[src/verilog/wdog_pkg.sv]
package wdog_pkg;

  // ****************************************
  // Register map
  // ****************************************
  localparam logic [11:0] watchdog_control_status_addr     = 12'hff0;
  localparam logic [11:0] watchdog_reload_upper_byte_addr  = 12'hff1;
  localparam logic [11:0] watchdog_reload_high_byte_addr   = 12'hff2;
  localparam logic [11:0] watchdog_reload_low_byte_addr    = 12'hff3;

  // ****************************************
  // Field positions and values
  // ****************************************
  localparam int          por_flag_pos            = 7;
  localparam int          stop_flag_pos           = 6;
  localparam int          timeout_flag_pos        = 5;
  localparam int          pin_reset_flag_pos      = 4;
  localparam int          stop_mode_shutoff_pos   = 0;
  localparam logic [7:0]  unlock_first            = 8'h55;
  localparam logic [7:0]  unlock_second           = 8'haa;
  localparam logic [7:0]  shutoff_set_value       = 8'h81;
  localparam logic [7:0]  shutoff_clear_value     = 8'h00;
  localparam logic [23:0] reload_reset_value      = 24'hffffff;
  localparam logic [23:0] count_max               = 24'hffffff;
  localparam logic [23:0] refresh_block_count     = 24'h000002;
  localparam logic [23:0] count_zero              = 24'h000000;

  // ****************************************
  // Types
  // ****************************************
  typedef enum logic [2:0] {
    lock_idle,
    lock_got_first,
    lock_got_second,
    lock_upper_done,
    lock_high_done
  } lock_state_t;

  typedef struct packed {
    logic        wr;
    logic        rd;
    logic [11:0] addr;
    logic [7:0]  wdata;
  } reg_req_t;

  typedef struct packed {
    logic por_reset;
    logic dbg_reset;
    logic debug_pin_stop_reset;
    logic ext_pin_reset;
    logic gpio_stop_recovery;
  } reset_cause_t;

endpackage

[src/verilog/wdog_counter.sv]
`timescale 1ns/1ps
module wdog_counter
#(
  parameter int width = 24
)
(
  input  wire logic             mclk,
  input  wire logic             rst_b,
  input  wire logic             tick,
  input  wire logic             load,
  input  wire logic [width-1:0] load_value,
  output logic      [width-1:0] count,
  output logic                  at_zero
);

  initial
  begin
    if (width != 24)
      $error("wdog_counter width must be 24");
  end

  // ****************************************
  // Down counter with roll-over at zero
  // ****************************************
  always_ff @(posedge mclk)
  begin
    if (!rst_b)
      count <= wdog_pkg::count_max;
    else if (load)
      count <= load_value;
    else if (tick)
      count <= count - 24'h000001;
  end

  assign at_zero = tick && !load && (count == wdog_pkg::count_zero);

endmodule

[src/verilog/wdog_regs.sv]
`timescale 1ns/1ps
// Contract
// Status read-only; read clears upper four flags
// Writing 55h then aah unlocks reload bytes
// Unlock writes leave status bits unchanged
// Power-on, debugger, debug pin: power-on flag only
// External pin reset sets pin-reset flag only
// Normal time-out reset sets time-out flag only
// GPIO stop recovery sets stop flag only
// Stop-mode time-out sets stop and time-out flags
// Time-out or stop recovery clears power-on flag
// Stop flag cleared by power-on, normal time-out
// Time-out flag cleared by power-on, GPIO recovery
// Pin-reset flag set by pin, cleared likewise
// Reserved status bits read zero
// Shutoff bit: 0 runs, 1 stops in stop
// Reload is upper, high, low concatenated
// Refresh instruction copies reload into counter
// Reload writes store; reads return live count
// Software never programs reload below 000004h
// Upper, high, low in order; else relock
// Count down, time out at zero
// Interrupt mode rolls over and keeps counting
// Refresh ignored once counter reaches 000002h
// Reload writes accepted only while unlocked
module wdog_regs
(
  input  wire logic                  mclk,
  input  wire logic                  rst_b,
  input  wire wdog_pkg::reg_req_t    req,
  output logic      [7:0]            rdata,
  input  wire wdog_pkg::reset_cause_t cause,
  input  wire logic                  rc_tick,
  input  wire logic                  refresh,
  input  wire logic                  enable,
  input  wire logic                  debug_mode,
  input  wire logic                  stop_mode,
  input  wire logic                  timeout_response_option,
  output logic                       timeout_irq,
  output logic                       timeout_reset,
  output logic                       stop_recovery,
  output logic                       wdog_clock_run
);

  // ****************************************
  // State
  // ****************************************
  logic                  por_flag;
  logic                  stop_flag;
  logic                  timeout_flag;
  logic                  pin_reset_flag;
  logic                  stop_mode_shutoff_bit;
  logic [23:0]           reload;
  logic [23:0]           count;
  logic                  at_zero;
  logic                  running;
  logic                  load;
  logic                  wr_ctl;
  logic                  wr_upper;
  logic                  wr_high;
  logic                  wr_low;
  logic                  rd_ctl;
  logic                  any_reset;
  logic                  tick;
  logic                  to_normal;
  logic                  to_stop;
  logic                  shutoff_armed;
  wdog_pkg::lock_state_t lock_state;
  wdog_pkg::lock_state_t next_lock_state;

  assign wr_ctl    = req.wr && req.addr == wdog_pkg::watchdog_control_status_addr;
  assign wr_upper  = req.wr && req.addr == wdog_pkg::watchdog_reload_upper_byte_addr;
  assign wr_high   = req.wr && req.addr == wdog_pkg::watchdog_reload_high_byte_addr;
  assign wr_low    = req.wr && req.addr == wdog_pkg::watchdog_reload_low_byte_addr;
  assign rd_ctl    = req.rd && req.addr == wdog_pkg::watchdog_control_status_addr;
  assign any_reset = cause.por_reset || cause.dbg_reset || cause.debug_pin_stop_reset;

  // ****************************************
  // Unlock state machine
  // ****************************************
  always_comb
  begin
    next_lock_state = lock_state;
    if (req.wr)
    begin
      next_lock_state = wdog_pkg::lock_idle;
      case (lock_state)
        wdog_pkg::lock_idle:
          if (wr_ctl && req.wdata == wdog_pkg::unlock_first)
            next_lock_state = wdog_pkg::lock_got_first;
        wdog_pkg::lock_got_first:
          if (wr_ctl && req.wdata == wdog_pkg::unlock_second)
            next_lock_state = wdog_pkg::lock_got_second;
        wdog_pkg::lock_got_second:
          if (wr_upper)
            next_lock_state = wdog_pkg::lock_upper_done;
          else if (wr_ctl && req.wdata == wdog_pkg::unlock_first)
            next_lock_state = wdog_pkg::lock_got_first;
        wdog_pkg::lock_upper_done:
          if (wr_high)
            next_lock_state = wdog_pkg::lock_high_done;
        default:
          if (wr_ctl && req.wdata == wdog_pkg::unlock_first)
            next_lock_state = wdog_pkg::lock_got_first;
      endcase
    end
  end

  always_ff @(posedge mclk)
  begin
    if (!rst_b)
      lock_state <= wdog_pkg::lock_idle;
    else
      lock_state <= next_lock_state;
  end

  // ****************************************
  // Reload bytes
  // ****************************************
  always_ff @(posedge mclk)
  begin
    if (!rst_b)
      reload <= wdog_pkg::reload_reset_value;
    else if (wr_upper && lock_state == wdog_pkg::lock_got_second)
      reload[23:16] <= req.wdata;
    else if (wr_high && lock_state == wdog_pkg::lock_upper_done)
      reload[15:8] <= req.wdata;
    else if (wr_low && lock_state == wdog_pkg::lock_high_done)
      reload[7:0] <= req.wdata;
  end

  // ****************************************
  // Stop-mode shutoff bit via 55h, aah, value
  // ****************************************
  // Armed from the second unlock byte until the next write
  assign shutoff_armed = lock_state == wdog_pkg::lock_got_second;

  always_ff @(posedge mclk)
  begin
    if (!rst_b)
      stop_mode_shutoff_bit <= 1'b0;
    else if (shutoff_armed && wr_ctl && req.wdata == wdog_pkg::shutoff_set_value)
      stop_mode_shutoff_bit <= 1'b1;
    else if (shutoff_armed && wr_ctl && req.wdata == wdog_pkg::shutoff_clear_value)
      stop_mode_shutoff_bit <= 1'b0;
  end

  assign wdog_clock_run = !(stop_mode && stop_mode_shutoff_bit);

  // ****************************************
  // Counter
  // ****************************************
  always_ff @(posedge mclk)
  begin
    if (!rst_b)
      running <= 1'b0;
    else if (enable || refresh)
      running <= 1'b1;
  end

  assign tick = running && rc_tick && wdog_clock_run;
  assign load = (!running && (enable || refresh))
                || (running && (refresh || debug_mode)
                    && count > wdog_pkg::refresh_block_count);

  wdog_counter #(.width(24)) u_counter
  (
    .mclk       (mclk),
    .rst_b      (rst_b),
    .tick       (tick),
    .load       (load),
    .load_value (reload),
    .count      (count),
    .at_zero    (at_zero)
  );

  assign to_normal     = at_zero && !stop_mode;
  assign to_stop       = at_zero && stop_mode;
  assign timeout_irq   = at_zero && !timeout_response_option;
  assign timeout_reset = to_normal && timeout_response_option;
  assign stop_recovery = to_stop;

  // ****************************************
  // Status flags
  // ****************************************
  always_ff @(posedge mclk)
  begin
    if (!rst_b)
      por_flag <= 1'b1;
    else if (any_reset)
      por_flag <= 1'b1;
    else if (at_zero || cause.gpio_stop_recovery || cause.ext_pin_reset)
      por_flag <= 1'b0;
    else if (rd_ctl)
      por_flag <= 1'b0;
  end

  always_ff @(posedge mclk)
  begin
    if (!rst_b)
      stop_flag <= 1'b0;
    else if (to_stop || cause.gpio_stop_recovery)
      stop_flag <= 1'b1;
    else if (any_reset || to_normal || cause.ext_pin_reset)
      stop_flag <= 1'b0;
    else if (rd_ctl)
      stop_flag <= 1'b0;
  end

  always_ff @(posedge mclk)
  begin
    if (!rst_b)
      timeout_flag <= 1'b0;
    else if (at_zero)
      timeout_flag <= 1'b1;
    else if (any_reset || cause.gpio_stop_recovery || cause.ext_pin_reset)
      timeout_flag <= 1'b0;
    else if (rd_ctl)
      timeout_flag <= 1'b0;
  end

  always_ff @(posedge mclk)
  begin
    if (!rst_b)
      pin_reset_flag <= 1'b0;
    else if (cause.ext_pin_reset)
      pin_reset_flag <= 1'b1;
    else if (any_reset || at_zero || cause.gpio_stop_recovery)
      pin_reset_flag <= 1'b0;
    else if (rd_ctl)
      pin_reset_flag <= 1'b0;
  end

  // ****************************************
  // Read data
  // ****************************************
  always_ff @(posedge mclk)
  begin
    if (!rst_b)
      rdata <= 8'h00;
    else if (req.addr == wdog_pkg::watchdog_control_status_addr)
      rdata <= {por_flag, stop_flag, timeout_flag, pin_reset_flag,
                3'h0, stop_mode_shutoff_bit};
    else if (req.addr == wdog_pkg::watchdog_reload_upper_byte_addr)
      rdata <= count[23:16];
    else if (req.addr == wdog_pkg::watchdog_reload_high_byte_addr)
      rdata <= count[15:8];
    else if (req.addr == wdog_pkg::watchdog_reload_low_byte_addr)
      rdata <= count[7:0];
    else
      rdata <= 8'h00;
  end
endmodule

[config.mk]
export PLATFORM = sky130hd
export DESIGN_NAME = wdog_regs
export DESIGN_NICKNAME = d
export VERILOG_FILES = /design/src/verilog/wdog_pkg.sv /design/src/verilog/wdog_counter.sv /design/src/verilog/wdog_regs.sv
export SDC_FILE = /design/constraint.sdc
export NUM_CORES = 1
export LEC_CHECK = 0
export BUFFER_PORTS_ARGS = -buffer_cell sky130_fd_sc_hd__buf_2
export CAP_MARGIN = 40
export CELL_PAD_IN_SITES_DETAIL_PLACEMENT = 2
export CELL_PAD_IN_SITES_GLOBAL_PLACEMENT = 2
export CORE_ASPECT_RATIO = 1.1
export CORE_MARGIN = 5
export CORE_UTILIZATION = 29
export DETAILED_ROUTE_END_ITERATION = 10
export GPL_ROUTABILITY_DRIVEN = 0
export PLACE_DENSITY = 0.68
export SETUP_SLACK_MARGIN = 0.5
export SYNTH_ARGS = -nofsm -noshare
export SYNTH_HDL_FRONTEND = slang
export SYNTH_SLANG_ARGS = --single-unit
[constraint.sdc]
create_clock -name mclk -period 5.3 [get_ports mclk]
set_clock_uncertainty 0.15 [all_clocks]
set_input_delay 0.795 -clock mclk [delete_from_list [all_inputs] [get_ports mclk]]
set_output_delay 0.795 -clock mclk [all_outputs]
set_load 0.03 [all_outputs]
Yosys cells after proc, flatten, opt, wreduce, memory -nomap -nowiden --
Index checks and enable logic that the tools add are counted.
Word-level totals: register bits after elaboration 65, bits of input ports 35
Operators by class: $add $sub $neg 1, magnitude comparators 1, equality and inequality tests 11, multiplexer cells 21, bitwise operators 3, reductions and logical operators 56
Operator list (count):
- $eq 12x12->1 const B | 4
- $mux 24 | 2
- $mux 8 | 4
- $logic_and 1x1->1 | 25
- $gt 24x2->1 const B | 1
- $logic_not 24->1 | 1
- $sub 24x1->24 const B | 1
- $eq 8x8->1 const B | 2
- $logic_or 1x1->1 | 14
- $mux 1 | 11
- $pmux 3 s3 | 1
- $reduce_bool 3->1 | 3
- $eq 8x7->1 const B | 1
- $logic_not 8->1 | 1
- $eq 3x2->1 const B | 2
- $reduce_bool 2->1 | 3
- $logic_not 1->1 | 5
- $mux 2 | 2
- $reduce_or 2->1 | 2
- $eq 3x1->1 const B | 1
- $eq 3x3->1 const B | 1
- $mux 3 | 1
- $not 1->1 | 3
- $reduce_and 3->1 | 1
- $reduce_and 2->1 | 1

Depth between registers and ports, before layout --
word-level depth 12, gate-level depth with buffers 8

Hierarchy --
A second synthesis with hierarchy kept.
Second synthesis, totals: cell total of the unflattened synthesis 400, area, all modules 3533.4 µm²
Modules (own cells, without submodules):
- wdog_regs | times used 1, cells each 202, area an instance 1933.1 µm², seq. area each 820.8 µm²
- wdog_counter | times used 1, cells each 198, area an instance 1600.3 µm², seq. area each 480.5 µm²

Worst setup path after synthesis --
OpenSTA, ideal clock, no wires.
kind input to output, start input stop_mode, end output timeout_reset, data arrival time 2.530 ns, data required time 4.355 ns, path slack 1.825 ns, cell stages on the path 4, path through nand2_1 > o2111a_1 > or3b_4 > nor3b_1
On the way: longest elaborated chain between the ends 7, elaborated cells on any way between the ends 8, classes of those cells 8 x reduce/logical
RTL lines:
- start: declaration | line wdog_regs.sv:37 | input wire logic stop_mode,
- $logic_and 1x1->1 | line wdog_regs.sv:148 | assign wdog_clock_run = !(stop_mode && stop_mode_shutoff_bit);
- $logic_not 1->1 | line wdog_regs.sv:148
- $logic_and 1x1->1 | line wdog_regs.sv:161 | assign tick = running && rc_tick && wdog_clock_run;
- $logic_and 1x1->1 (2 in a row) | line wdog_counter.sv:35 | assign at_zero = tick && !load && (count == wdog_pkg::count_zero);
- $logic_and 1x1->1 (*) | line wdog_regs.sv:177 | assign to_normal = at_zero && !stop_mode;
- $logic_and 1x1->1 (*) | line wdog_regs.sv:180 | assign timeout_reset = to_normal && timeout_response_option;
- end: declaration | line wdog_regs.sv:40 | output logic timeout_reset,
Mark *: on every way between the ends. The rest lies on a longest branch, timed or not.

Final worst setup path --
start register u_counter.count[5], end output timeout_reset
On the way: longest elaborated chain between the ends 8, elaborated cells on any way between the ends 9, classes of those cells 1 x order compare; 8 x reduce/logical
RTL lines:
- start: declaration | line wdog_counter.sv:12 | output logic [width-1:0] count,
- start signal: assignment | line wdog_counter.sv:28 | count <= wdog_pkg::count_max;
- start signal: assignment | line wdog_counter.sv:30 | count <= load_value;
- start signal: assignment | line wdog_counter.sv:32 | count <= count - 24'h000001;
- $gt 24x2->1 | line wdog_regs.sv:164 | && count > wdog_pkg::refresh_block_count);
- $logic_and 1x1->1 | line wdog_regs.sv:164
- $logic_or 1x1->1 | line wdog_regs.sv:163 | || (running && (refresh || debug_mode)
- $logic_not 1->1 | line wdog_counter.sv:35
- $logic_and 1x1->1 | line wdog_counter.sv:35
- $logic_and 1x1->1 (*) | line wdog_counter.sv:35
- $logic_and 1x1->1 (*) | line wdog_regs.sv:177
- $logic_and 1x1->1 (*) | line wdog_regs.sv:180
Marks and branches as above.

==> metrics.txt <==
Initial DRC Count=92; Worst VDD drop=0.000108 V; initial antenna violation count=0; Hold Vio Cnt, Final=0; CTS Buf Count=9; commonest cells in the synthesized netlist=65 x dfxtp_1, 38 x nand2_1, 28 x nor3_1, 26 x nor2_1, 24 x mux2i_1; top post-synthesis cells by area=dfxtp_1 40%, mux2i_1 7.4%, xnor2_1 4.6%, nand2_1 4.4%, nor3_1 4.3%; gr usage total=16.6%; FFs w/ async S/R, synth=0%; clock sink count=65; Ys Warns=0; WHS Endpoint=reload[15]; Die X-Extent=111 um; Yosys top cell by area=dfxtp_1; proportion of layout cells with a drive suffix above 1=21.9%; worst reg-to-reg setup slack=2.65 ns; period utilization=63.1%; DRT antenna net count=0; Initial Util=29.7%; pre-CTS setup slack=2.18 ns; non-filler cells in the finished layout=545; synthesized area per cell=9.23 um^2; placed cell count=529; Via Count=2875; IO buf count=46; Avg WL per Cell=19.7 um; crit-path max FO=6; htree depth=3; post-cts resize count=0; RR Endpoint=u_counter.count[22]; DR DRC count=0; Data required, critical path=4.36 ns; GRT Residual Overflow=0; clk_lat worst skew=0.33 ns; Layout area overhead=19.5%; fin crit period=3.35 ns; Post-CTS Setup Repair Bufs=0; slew at the pin with the worst max-slew slack=0.865 ns; Clock Path Buffers=2; Setup TNS=0 ns; Final setup viols=0; clock-pin transition on the worst setup and hold timing paths=0.05 ns; DIE HEIGHT=121 um; r2r startpoint=u_counter.count[5]; CP arrival=2.40 ns; drt via density=5.28; Leakage=1.54 nW; status=completed; Synth cell types=62; number of diodes=0; FMAX=0.299 GHz; DP HPWL=8.10 mm; CTS tree=yes; crit path capture type=output port; max_slew headroom=42.3%; Pwr Total=1.18 mW; Post-Route WL=10.8 mm; critical path class=reg2out; IO Count=47; Power Density=302 mW/mm^2; Core Region=0.0110 mm^2; #FFs+latches synth=65; TritonRoute pass-1 iters=4; Rows=40; largest net degree at the start of global routing=48; Hold-fix buffers, CTS=0; die area=0.0135 mm^2; syn_nets=391; top-count cell post-synth=dfxtp_1; setup repair after global routing missed its margin=no; vias in the first global route=3092; Final Worst Setup Slack=1.95 ns; first-pass GRT wire length=17.5 mm; maxcap violations=0; sequential share of the synthesized area=40.0%; Clock Tree Root=clkbuf_16; Mapped Cells=353; HP Start=reload[15]; hold crit path type=reg2reg; Worst R2R Path Depth=5; post-synth top area share=40.0%; Final Hold Slack=0.333 ns; Slew Limit Fails=0; Post-layout nets=431; Post-synth EDFFs=0; Startpoint Class=register; Most used DFF post-synth=dfxtp_1; synthesized cell area=0.00326 mm^2; hold path depth=2
worst max-delay path: stages, from the launching register on:
cell and delay (ns):
dfxtp_1 0.40, nor4_4 0.46, nand4_2 0.29, or3b_4 0.50, nor3b_1 0.20, buf_2 0.22
layout by cell type (no fill, tap or decap), types with 3 or more instances in the layout:
| cell type | instances |
|---|---|
| mux4_2 | 3 |
| buf_2 | 46 |
| nor3_1 | 28 |
| mux2i_1 | 24 |
| clkbuf_8 | 3 |
| nor2_1 | 26 |
| a31oi_1 | 3 |
| nand2b_1 | 6 |
| buf_4 | 3 |
| ha_1 | 3 |
| dfxtp_1 | 65 |
| nand2_1 | 38 |
| clkbuf_16 | 9 |
| a21oi_1 | 13 |
| mux2_2 | 4 |
| inv_1 | 8 |
| o21ai_0 | 5 |
| nand3_1 | 7 |
| xnor2_1 | 17 |
| nor4_1 | 8 |
| a22oi_1 | 3 |
| or4_1 | 6 |
| nand4_1 | 5 |
| nor3_2 | 3 |
| o21ai_1 | 6 |
| and3_1 | 7 |
power breakdown:
part	switching, mW	internal, mW	leakage [nW]
clock	0.213	0.402	0.153
combinational	0.0432	0.0238	0.858
sequential	0.00281	0.491	0.527
total	0.259	0.917	1.54
worst max-delay path by stage:
stage,start,end,slack (ns),depth (start not counted)
3_5_place_dp,stop_mode,timeout_reset,2.18,6
3_3_place_gp,rc_tick,timeout_reset,2.19,6
2_1_floorplan,stop_mode,timeout_reset,1.83,4
6_report,u_counter.count[5],timeout_reset,1.95,5
5_1_grt,u_counter.count[5],timeout_reset,1.83,5
4_1_cts,u_counter.count[5],timeout_reset,1.91,5
state kept, by name (all words and copies together) (netlist names):
register	count
reload	24
stop_mode_shutoff_bit	1
timeout_flag	1
pin_reset_flag	1
u_counter.count	24
running	1
stop_flag	1
lock_state	3
rdata	8
por_flag	1
layer usage:
layer,part of all wire (%),vias to the layer above,wire (um),global-route usage (%)
met2,49,59,5270,29.1
met5,0,-,0,0
met4,1.6,0,167,6.01
li1,-,1369,-,-
met3,3.5,11,376,2.64
met1,46,1436,4940,20.6
kinds of logic after synthesis:
logic type                 after synthesis  share of synthesized area [%]
muxes                                   33                           12.4
buffers and inverters                   28                           4.34
adders and majority gates                3                           1.15
DFF                                     65                           40.0
and+or+nand+nor                        159                           27.7
AOI/OAI and AO/OA                       47                           9.60
xor gates and xnor gates                18                           4.84
layout make-up:
type / instances / area, um^2
flip-flops and latches: 65 / 1300
clock inverters: 2 / 35.0
inverters: 8 / 30.0
repair buffers: 49 / 253
fillers: 1244 / 7070
multi-input cells: 260 / 1810
clock buffers: 14 / 274
well taps: 147 / 184
stage by stage:
stage	area [um^2]	util (%)
3_3_place_gp	3580	32.7
2_1_floorplan	3260	-
5_1_grt	3890	35.5
3_5_place_dp	3580	32.7
6_report	3890	35.5
4_1_cts	3890	35.5
(Power assumes the default switching activity.)
